===== src/hdl/euhp_map.svh =====
// Constants for the energy front end host serial port
`ifndef EUHP_MAP_SVH
`define EUHP_MAP_SVH

// ----------------------------------------------------------------
// Clocks and baud generation
// ----------------------------------------------------------------
`define EUHP_CLK_KHZ      20000
`define EUHP_CLK_NS       50
`define EUHP_MCLK_KHZ     4096
`define EUHP_BAUD_SCALE   524288
`define EUHP_OVERSAMPLE   16
`define EUHP_HALF_BIT     8
`define EUHP_DIV_DEFAULT  16'h004D
`define EUHP_DIV_MAX      16'hFFFF

// ----------------------------------------------------------------
// Frame layout
// ----------------------------------------------------------------
`define EUHP_DATA_BITS    8
`define EUHP_FRAME_BITS   10

// ----------------------------------------------------------------
// Reset pin timing
// ----------------------------------------------------------------
`define EUHP_RST_HOLD_NS  120000
`define EUHP_RST_HOLD_CYC \
  ((`EUHP_RST_HOLD_NS + `EUHP_CLK_NS - 1) / `EUHP_CLK_NS)
`define EUHP_INIT_CYC     16

// ----------------------------------------------------------------
// Configuration reset values
// ----------------------------------------------------------------
`define EUHP_GAIN_DEFAULT 1'h0
`define EUHP_DOFN_DEFAULT 2'h0

`endif


===== src/hdl/euhp_pkg.sv =====
// Types and shared arithmetic for the host serial port
package euhp_pkg;

  typedef enum logic [3:0] {
    EUHP_LN_IDLE  = 4'h1,
    EUHP_LN_START = 4'h2,
    EUHP_LN_DATA  = 4'h4,
    EUHP_LN_STOP  = 4'h8
  } euhp_line_t;

  typedef enum logic [2:0] {
    EUHP_DV_RUN  = 3'h1,
    EUHP_DV_HOLD = 3'h2,
    EUHP_DV_INIT = 3'h4
  } euhp_dev_t;

  typedef enum logic [0:0] {
    EUHP_GAIN_10X = 1'h0,
    EUHP_GAIN_50X = 1'h1
  } euhp_gain_t;

  typedef enum logic [1:0] {
    EUHP_DO_ENERGY = 2'h0,
    EUHP_DO_IRQ    = 2'h1,
    EUHP_DO_ZCROSS = 2'h2,
    EUHP_DO_DIR    = 2'h3
  } euhp_dofn_t;

  // Fractional step: returns {tick, next accumulator}
  function automatic logic [40:0] euhp_nco_step(
    input logic [39:0] acc,
    input logic [15:0] div,
    input logic [39:0] mclk_khz,
    input logic [39:0] clk_khz
  );
    logic [39:0] inc;
    logic [39:0] modulus;
    logic [39:0] sum;
    inc     = 40'({24'h0, div}) * 40'(16) * mclk_khz;
    modulus = 40'(524288) * clk_khz;
    sum     = acc + inc;
    if (sum >= modulus) begin
      euhp_nco_step = {1'b1, sum - modulus};
    end else begin
      euhp_nco_step = {1'b0, sum};
    end
  endfunction

endpackage


===== src/hdl/euhp_link_if.sv =====
// Two-wire link and reset pin between device and host
`timescale 1ns/1ps
`default_nettype none

interface euhp_link_if;
  logic tx_line;
  logic rx_line;
  logic reset_pin_n;

  modport device (
    output tx_line,
    input  rx_line,
    input  reset_pin_n
  );

  modport host (
    input  tx_line,
    output rx_line,
    output reset_pin_n
  );
endinterface

`default_nettype wire


===== src/hdl/euhp_device.sv =====
// Device end of the host serial port with reset and configuration
`timescale 1ns/1ps
`default_nettype none
`include "euhp_map.svh"

// Overview of operation
// - Ten bit periods: start, eight data, stop
// - Data bits go least significant first
// - Independent receive and transmit, no clock line
// - Rate is divisor times master clock over 524288
// - Default rate 600 baud at 4.096 MHz
// - Top rate 512K baud at 4.096 MHz
// - Device drives transmit, host drives receive
// - Reset pin low over 120 us clears all but mclk_ext_out
// - Release starts init loading default values
// - Current gain selectable 10x or 50x
// - Digital output selects pulse, irq, zero, direction
// - Master clock from crystal or external source
module euhp_device
  import euhp_pkg::*;
#(
  parameter int MCLK_KHZ = `EUHP_MCLK_KHZ,
  parameter int CLK_KHZ  = `EUHP_CLK_KHZ
) (
  // Clock and reset
  input  wire logic        clk_in,
  input  wire logic        reset_in,
  // Link
  euhp_link_if.device      link,
  // Configuration
  input  wire logic        cfg_load_in,
  input  wire logic [15:0] baud_div_in,
  input  wire logic        gain_sel_in,
  input  wire logic [1:0]  do_func_in,
  input  wire logic        mclk_ext_in,
  // Transmit stream
  input  wire logic [7:0]  tx_data_in,
  input  wire logic        tx_valid_in,
  output logic             tx_ready_out,
  // Receive stream
  output logic [7:0]       rx_data_out,
  output logic             rx_valid_out,
  output logic             rx_frame_err_out,
  // Measurement events for the digital output
  input  wire logic        energy_pulse_in,
  input  wire logic        irq_in,
  input  wire logic        zero_cross_in,
  input  wire logic        energy_dir_in,
  // Status and configuration outputs
  output logic             do_out,
  output logic             gain_50x_out,
  output logic             mclk_ext_out,
  output logic             running_out
);

  // ----------------------------------------------------------------
  // Reset pin supervision
  // ----------------------------------------------------------------
  logic        rpin_s1;
  logic        rpin_s2;
  logic [11:0] hold_cnt;
  logic [4:0]  init_cnt;
  euhp_dev_t   dev_state;
  logic        core_rst;

  always_ff @(posedge clk_in) begin
    rpin_s1 <= link.reset_pin_n;
    rpin_s2 <= rpin_s1;
  end

  always_ff @(posedge clk_in) begin
    if (reset_in || rpin_s2) begin
      hold_cnt <= 12'h000;
    end else if (hold_cnt != 12'(`EUHP_RST_HOLD_CYC)) begin
      hold_cnt <= hold_cnt + 12'h001;
    end
  end

  always_ff @(posedge clk_in) begin
    if (reset_in) begin
      dev_state <= EUHP_DV_INIT;
      init_cnt  <= 5'h00;
    end else begin
      case (dev_state)
        EUHP_DV_RUN: begin
          if (hold_cnt == 12'(`EUHP_RST_HOLD_CYC)) begin
            dev_state <= EUHP_DV_HOLD;
          end
        end
        EUHP_DV_HOLD: begin
          init_cnt <= 5'h00;
          if (rpin_s2) begin
            dev_state <= EUHP_DV_INIT;
          end
        end
        EUHP_DV_INIT: begin
          init_cnt <= init_cnt + 5'h01;
          if (init_cnt == 5'(`EUHP_INIT_CYC - 1)) begin
            dev_state <= EUHP_DV_RUN;
          end
        end
        default: dev_state <= EUHP_DV_INIT;
      endcase
    end
  end

  assign core_rst = (dev_state != EUHP_DV_RUN);

  always_ff @(posedge clk_in) begin
    running_out <= !reset_in && !core_rst;
  end

  // ----------------------------------------------------------------
  // Configuration, defaults loaded during init
  // ----------------------------------------------------------------
  logic [15:0] baud_div;
  euhp_dofn_t  do_func;

  always_ff @(posedge clk_in) begin
    if (reset_in || core_rst) begin
      baud_div     <= `EUHP_DIV_DEFAULT;
      gain_50x_out <= `EUHP_GAIN_DEFAULT;
      do_func      <= euhp_dofn_t'(`EUHP_DOFN_DEFAULT);
    end else if (cfg_load_in) begin
      // Zero would stall the link forever, so it is refused
      if (baud_div_in != 16'h0000) begin
        baud_div <= baud_div_in;
      end
      gain_50x_out <= gain_sel_in;
      do_func      <= euhp_dofn_t'(do_func_in);
    end
  end

  // Clock source is a strap caught after release
  always_ff @(posedge clk_in) begin
    if (reset_in) begin
      mclk_ext_out <= 1'b0;
    end else if (dev_state == EUHP_DV_INIT) begin
      mclk_ext_out <= mclk_ext_in;
    end
  end

  always_ff @(posedge clk_in) begin
    if (reset_in || core_rst) begin
      do_out <= 1'b0;
    end else begin
      case (do_func)
        EUHP_DO_ENERGY: do_out <= energy_pulse_in;
        EUHP_DO_IRQ:    do_out <= irq_in;
        EUHP_DO_ZCROSS: do_out <= zero_cross_in;
        EUHP_DO_DIR:    do_out <= energy_dir_in;
        default:        do_out <= 1'b0;
      endcase
    end
  end

  // ----------------------------------------------------------------
  // Oversampling tick
  // ----------------------------------------------------------------
  logic [39:0] nco_acc;
  logic [40:0] nco_nxt;
  logic        tick;

  assign nco_nxt = euhp_nco_step(nco_acc, baud_div, 40'(MCLK_KHZ),
                                 40'(CLK_KHZ));

  always_ff @(posedge clk_in) begin
    if (reset_in || core_rst) begin
      nco_acc <= 40'h0;
      tick    <= 1'b0;
    end else begin
      nco_acc <= nco_nxt[39:0];
      tick    <= nco_nxt[40];
    end
  end

  // ----------------------------------------------------------------
  // Transmitter, runs beside the receiver
  // ----------------------------------------------------------------
  euhp_line_t tx_state;
  logic [3:0] tx_os;
  logic [2:0] tx_bit;
  logic [7:0] tx_shift;
  logic       tx_take;

  assign tx_take = tx_valid_in && tx_ready_out;

  always_ff @(posedge clk_in) begin
    if (reset_in || core_rst) begin
      tx_state     <= EUHP_LN_IDLE;
      tx_os        <= 4'h0;
      tx_bit       <= 3'h0;
      tx_shift     <= 8'h00;
      link.tx_line <= 1'b1;
      tx_ready_out <= 1'b0;
    end else begin
      tx_ready_out <= (tx_state == EUHP_LN_IDLE) && !tx_take;
      if (tx_state != EUHP_LN_IDLE && tick) begin
        tx_os <= tx_os + 4'h1;
      end
      case (tx_state)
        EUHP_LN_IDLE: begin
          link.tx_line <= 1'b1;
          if (tx_take) begin
            tx_shift <= tx_data_in;
            tx_bit   <= 3'h1;
            tx_state <= EUHP_LN_START;
          end
        end
        EUHP_LN_START: begin
          // Start edge waits for a tick so the start bit is full length
          if (tick && tx_bit == 3'h1) begin
            link.tx_line <= 1'b0;
            tx_os        <= 4'h0;
            tx_bit       <= 3'h0;
          end else if (tick && tx_os == 4'hF) begin
            link.tx_line <= tx_shift[0];
            tx_bit       <= 3'h0;
            tx_state     <= EUHP_LN_DATA;
          end
        end
        EUHP_LN_DATA: begin
          if (tick && tx_os == 4'hF) begin
            if (tx_bit == 3'h7) begin
              link.tx_line <= 1'b1;
              tx_state     <= EUHP_LN_STOP;
            end else begin
              link.tx_line <= tx_shift[1];
              tx_shift     <= {1'b0, tx_shift[7:1]};
              tx_bit       <= tx_bit + 3'h1;
            end
          end
        end
        EUHP_LN_STOP: begin
          if (tick && tx_os == 4'hF) begin
            tx_state <= EUHP_LN_IDLE;
          end
        end
        default: tx_state <= EUHP_LN_IDLE;
      endcase
    end
  end

  // ----------------------------------------------------------------
  // Receiver
  // ----------------------------------------------------------------
  logic       rx_s1;
  logic       rx_s2;
  logic       rx_prev;
  euhp_line_t rx_state;
  logic [3:0] rx_os;
  logic [2:0] rx_bit;
  logic [7:0] rx_shift;

  always_ff @(posedge clk_in) begin
    rx_s1 <= link.rx_line;
    rx_s2 <= rx_s1;
  end

  always_ff @(posedge clk_in) begin
    if (reset_in || core_rst) begin
      rx_prev          <= 1'b1;
      rx_state         <= EUHP_LN_IDLE;
      rx_os            <= 4'h0;
      rx_bit           <= 3'h0;
      rx_shift         <= 8'h00;
      rx_data_out      <= 8'h00;
      rx_valid_out     <= 1'b0;
      rx_frame_err_out <= 1'b0;
    end else begin
      rx_prev          <= rx_s2;
      rx_valid_out     <= 1'b0;
      rx_frame_err_out <= 1'b0;
      if (tick) begin
        rx_os <= rx_os + 4'h1;
      end
      case (rx_state)
        EUHP_LN_IDLE: begin
          if (rx_prev && !rx_s2) begin
            rx_os    <= 4'h0;
            rx_state <= EUHP_LN_START;
          end
        end
        EUHP_LN_START: begin
          if (tick && rx_os == 4'(`EUHP_HALF_BIT - 1)) begin
            rx_os  <= 4'h0;
            rx_bit <= 3'h0;
            // Glitch shorter than half a bit is dropped
            rx_state <= rx_s2 ? EUHP_LN_IDLE : EUHP_LN_DATA;
          end
        end
        EUHP_LN_DATA: begin
          if (tick && rx_os == 4'hF) begin
            rx_shift <= {rx_s2, rx_shift[7:1]};
            rx_bit   <= rx_bit + 3'h1;
            if (rx_bit == 3'h7) begin
              rx_state <= EUHP_LN_STOP;
            end
          end
        end
        EUHP_LN_STOP: begin
          if (tick && rx_os == 4'hF) begin
            rx_data_out      <= rx_shift;
            rx_valid_out     <= rx_s2;
            rx_frame_err_out <= !rx_s2;
            rx_state         <= EUHP_LN_IDLE;
          end
        end
        default: rx_state <= EUHP_LN_IDLE;
      endcase
    end
  end

endmodule

`default_nettype wire


===== src/flat_wrapper.sv =====
// flat-port wrapper written by rule: the top's interface ports become plain ports
module euhp_device_flat import euhp_pkg::*;
#(
  parameter int MCLK_KHZ = `EUHP_MCLK_KHZ,
  parameter int CLK_KHZ  = `EUHP_CLK_KHZ
)
  (clk_in, reset_in, cfg_load_in, baud_div_in, gain_sel_in, do_func_in, mclk_ext_in, tx_data_in, tx_valid_in, tx_ready_out, rx_data_out, rx_valid_out, rx_frame_err_out, energy_pulse_in, irq_in, zero_cross_in, energy_dir_in, do_out, gain_50x_out, mclk_ext_out, running_out, link_tx_line, link_rx_line, link_reset_pin_n);
  euhp_link_if link_i ();
  input  wire logic clk_in;
  input  wire logic reset_in;
  input  wire logic cfg_load_in;
  input  wire logic [15:0] baud_div_in;
  input  wire logic gain_sel_in;
  input  wire logic [1:0] do_func_in;
  input  wire logic mclk_ext_in;
  input  wire logic [7:0] tx_data_in;
  input  wire logic tx_valid_in;
  output logic tx_ready_out;
  output logic [7:0] rx_data_out;
  output logic rx_valid_out;
  output logic rx_frame_err_out;
  input  wire logic energy_pulse_in;
  input  wire logic irq_in;
  input  wire logic zero_cross_in;
  input  wire logic energy_dir_in;
  output logic do_out;
  output logic gain_50x_out;
  output logic mclk_ext_out;
  output logic running_out;
  output wire logic [$bits(link_i.tx_line)-1:0] link_tx_line;
  input wire logic [$bits(link_i.rx_line)-1:0] link_rx_line;
  input wire logic [$bits(link_i.reset_pin_n)-1:0] link_reset_pin_n;
  assign link_tx_line = link_i.tx_line;
  assign link_i.rx_line = link_rx_line;
  assign link_i.reset_pin_n = link_reset_pin_n;
  euhp_device #(.MCLK_KHZ(MCLK_KHZ), .CLK_KHZ(CLK_KHZ)) u_core (.clk_in(clk_in), .reset_in(reset_in), .link(link_i), .cfg_load_in(cfg_load_in), .baud_div_in(baud_div_in), .gain_sel_in(gain_sel_in), .do_func_in(do_func_in), .mclk_ext_in(mclk_ext_in), .tx_data_in(tx_data_in), .tx_valid_in(tx_valid_in), .tx_ready_out(tx_ready_out), .rx_data_out(rx_data_out), .rx_valid_out(rx_valid_out), .rx_frame_err_out(rx_frame_err_out), .energy_pulse_in(energy_pulse_in), .irq_in(irq_in), .zero_cross_in(zero_cross_in), .energy_dir_in(energy_dir_in), .do_out(do_out), .gain_50x_out(gain_50x_out), .mclk_ext_out(mclk_ext_out), .running_out(running_out));
endmodule

===== config.mk =====
export PLATFORM = sky130hd
export DESIGN_NAME = euhp_device_flat
export DESIGN_NICKNAME = d
export VERILOG_FILES = /design/src/hdl/euhp_pkg.sv /design/src/hdl/euhp_link_if.sv /design/src/hdl/euhp_device.sv /design/src/flat_wrapper.sv
export VERILOG_INCLUDE_DIRS = /design/src /design/src/hdl
export SDC_FILE = /design/constraint.sdc
export NUM_CORES = 1
export LEC_CHECK = 0
export ABC_AREA = 1
export BUFFER_PORTS_ARGS = -buffer_cell sky130_fd_sc_hd__buf_2
export CORE_MARGIN = 2
export CORE_UTILIZATION = 65
export CTS_CLUSTER_DIAMETER = 50
export DETAILED_ROUTE_END_ITERATION = 16
export PLACE_DENSITY_LB_ADDON = 0.08
export REMOVE_ABC_BUFFERS = 1
export SETUP_SLACK_MARGIN = 0.4
export SKIP_CTS_REPAIR_TIMING = 1
export SLEW_MARGIN = 20
export SYNTH_ARGS = -nofsm -noshare
export SYNTH_HDL_FRONTEND = slang
export SYNTH_SLANG_ARGS = --single-unit

===== constraint.sdc =====
create_clock -name clk_in -period 8.3 [get_ports clk_in]
set_input_delay 0.415 -clock clk_in [delete_from_list [all_inputs] [get_ports clk_in]]
set_output_delay 0.415 -clock clk_in [all_outputs]
set_load 0.01 [all_outputs]

==> flow_summary.json <==
{
  "outcome": "finished, final reports clean",
  "synth-seq-cells": 122,
  "ioPinCount": 54,
  "dieArea_um2": 11500,
  "power_uw": 1450,
  "synth-async-reset-ratio": 0,
  "syn_area_um2": 6900,
  "use_met2": 0.490,
  "cp-end-kind": "flop",
  "gp_congestion": 0.924,
  "grt_pass1_wl_mm": 26.9,
  "worst_ep_required_time_ns": 8.75,
  "post-route-util": 0.764,
  "grt_max_degree": 42,
  "vias_per_cell": 5.34,
  "numCtsBuffers": 17,
  "yosysSeqAreaShare": 0.354,
  "core_area_um2": 10300,
  "cts.sinks": 122,
  "p_per_area_nw_per_um2": 184,
  "hp-class": "input pin to flop",
  "htree_levels": 4,
  "drive_above_1_share": 0.132,
  "dpl_cell_area_um2": 7280,
  "seq_area_um2": 2440,
  "grt_util_met1": 0.348,
  "wl_mm": 15.9,
  "die_h_um": 107,
  "clkLatencyLatePin_ns": 0.52,
  "clock-skew-final_ns": 0.00869,
  "maxCapViolations": 0,
  "vias": 6749,
  "period_needed_ns": 3.31,
  "cts_tree": "yes",
  "synth_edf_count": 0,
  "cts_root_buf": "clkbuf_8",
  "worst_ep_arrival_time_ns": 3.76,
  "grtUsageTotal": 0.289,
  "die_w_um": 107,
  "ys_types": 39,
  "slew_headroom": 0.591,
  "n_fill_cell": 820,
  "cts.path.max_buffers": 2,
  "busiest_layer": "met2",
  "netlist_instances": 1055,
  "antenna_found_initial": 0,
  "ant_nets": 0,
  "drt_pass1_iterations": 5,
  "fmax_ghz": 0.302,
  "slew_violations": 0,
  "path_max_fanout": 11,
  "dp_hpwl_mm": 11.6,
  "use_met3": 0.0553,
  "drt_iter0_markers": 339,
  "clkTransAtPathRegs_ns": 0.06,
  "multiInputGateArea_um2": 3770,
  "ys.flop_type": "dfxtp_1",
  "diodes": 0,
  "ys_warn_count": 0,
  "io_buffer_count": 53,
  "wl_per_cell_um": 12.6,
  "setup_viol": 0,
  "nets": 1183,
  "gr-total-overflow": 0,
  "design_area_um2": 7890,
  "rows": 37,
  "first_global_vias": 6284,
  "finalHoldViolCount": 0,
  "areaGrowthSynthToFinish_pct": 14.3,
  "cp-start-kind": "flop",
  "fin_crit_sh": 0.399,
  "initial_core_util": 0.669,
  "tns_ns": 0,
  "postSynthAreaPerCell_um2": 6.54,
  "ir_drop_v": 0.000158,
  "worstMarginPinSlew_ns": 0.608,
  "p_leak_uw": 0.00376,
  "rsz0062_at_grt": "false",
  "drc_errors": 0,
  "critical_path_class": "flop to flop"
}
-- cell families after synthesis --
| group | synth area share |
|---|---|
| AO/OA/AOI/OAI | 0.113 |
| buffers and inverters | 0.100 |
| XOR/XNOR | 0.0190 |
| AND/OR/NAND/NOR | 0.359 |
| flip-flops | 0.354 |
| adder cells (fa/ha/maj) | 0.0555 |
-- routing by layer --
layer  wire (um)  share of wire
met1        6930           0.44
met2        7530           0.47
met3         852          0.054
met4         597          0.038
met5           0              0
-- state kept, by name, summed over array words and instances, names as in the netlist, 2 cells and up --
name and count:
u_core.nco_acc 24, u_core.baud_div 16, u_core.hold_cnt 12, u_core.rx_data_out 8, u_core.rx_shift 8, u_core.tx_shift 8, u_core.init_cnt 5, u_core.rx_os 4
u_core.rx_state 4, u_core.tx_os 4, u_core.tx_state 4, u_core.dev_state 3, u_core.rx_bit 3, u_core.tx_bit 3, u_core.do_func 2
-- synthesized netlist by cell type, types with 2 or more instances --
master	count	share of area
a211oi_1	4	0.0044
a21oi_1	49	0.036
a21oi_2	9	0.011
a31oi_1	8	0.0073
buf_1	5	0.0027
buf_2	2	0.0015
buf_6	2	0.0033
clkbuf_1	8	0.0044
dfxtp_1	122	0.35
ha_1	29	0.053
inv_1	152	0.083
inv_2	10	0.0054
nand2_1	266	0.14
nand2_2	19	0.017
nand2_4	3	0.0049
nand3_1	64	0.046
nand3_2	2	0.0029
nand3b_1	3	0.0033
nand4_1	20	0.018
nor2_1	151	0.082
nor2_2	8	0.0073
nor2_4	3	0.0049
nor3_1	16	0.012
nor3b_1	4	0.0044
nor4_1	5	0.0045
o211ai_1	3	0.0033
o21a_1	2	0.0022
o21ai_0	57	0.041
o22ai_1	3	0.0027
or2_2	4	0.0036
xnor2_1	3	0.0038
xor2_1	12	0.015
-- layout make-up --
cell class / instances / area share
timing repair buffer: 58 / 0.0390
multi-input combinational: 753 / 0.478
clock buffer: 18 / 0.0542
sequential: 122 / 0.310
tap: 136 / 0.0216
clock inverter: 14 / 0.0203
inverter: 163 / 0.0776
-- per-stage QoR --
step	worst slack, ns	hold WS (ns)	instances
floorplan	5.48	0.310	1038
global placement	5.21	0.311	1230
detailed placement	5.08	0.315	1230
CTS	5.03	-0.00703	1262
global route	4.69	0.116	1264
finish	4.99	0.108	1264
-- report_power, final --
group	internal (uW)	leakage (uW)	switching, uW
combinational	41.0	0.00250	71.1
sequential	601	0.000986	9.46
clock	442	0.000282	285
-- worst max-delay path, stage by stage (launching register included) --
cell     delay (ns)
dfxtp_1        0.30
ha_1           0.25
fa_1           0.45
nand3_1        0.12
nand2_1        0.10
nand2_1        0.07
nand2_1        0.07
xnor2_1        0.33
inv_1          0.11
ha_1           0.20
nand3_1        0.08
nor2_1         0.05
nand3_1        0.08
nor2_1         0.04
nand2_1        0.06
nor2_1         0.05
nand2_1        0.07
nor2_1         0.04
nand2_1        0.06
nand3_2        0.12
nor2_4         0.32
nand2_1        0.12
a21oi_2        0.14
-- cell usage in the layout (no fill, tap or decap), types with 2 or more instances in the layout --
cell type      netlist  final
nand2_4              3      3
clkbuf_8             0      2
nand3_2              2      2
a211oi_1             4      4
nand2_1            266    265
nand4_1             20     20
a21oi_1             49     49
o211ai_1             3      3
bufinv_16            0      2
o22ai_1              3      3
buf_4                0      3
nor2_2               8      8
o21ai_0             57     57
or2_2                4      4
nand3_1             64     64
inv_6                0      6
clkbuf_16            0     16
o21a_1               2      2
nor4_1               5      5
ha_1                29     29
nand2_2             19     20
dlygate4sd3_1        0      2
a21oi_2              9      9
nor2_4               3      3
inv_1              152    152
xor2_1              12     12
nor2_1             151    151
a31oi_1              8      8
dfxtp_1            122    122
inv_2               10     10
clkinvlp_4           0      3
nor3b_1              4      4
xnor2_1              3      3
nor3_1              16     16
buf_2                2     53
nand3b_1             3      3
-- path summary, 6_finish.rpt --
kind | from | to | slack [ns] | cells past startpoint
setup / recovery | u_core.nco_acc[16] | u_core.nco_acc[31] | 4.99 | 22
hold / removal | baud_div_in[6] | u_core.baud_div[6] | 0.11 | 3
setup reg to reg | u_core.nco_acc[16] | u_core.nco_acc[31] | 4.99 | 22
hold reg to reg | u_core.rpin_s1 | u_core.rpin_s2 | 0.33 | 0
No activity file was read; power rests on OpenSTA's default activity.
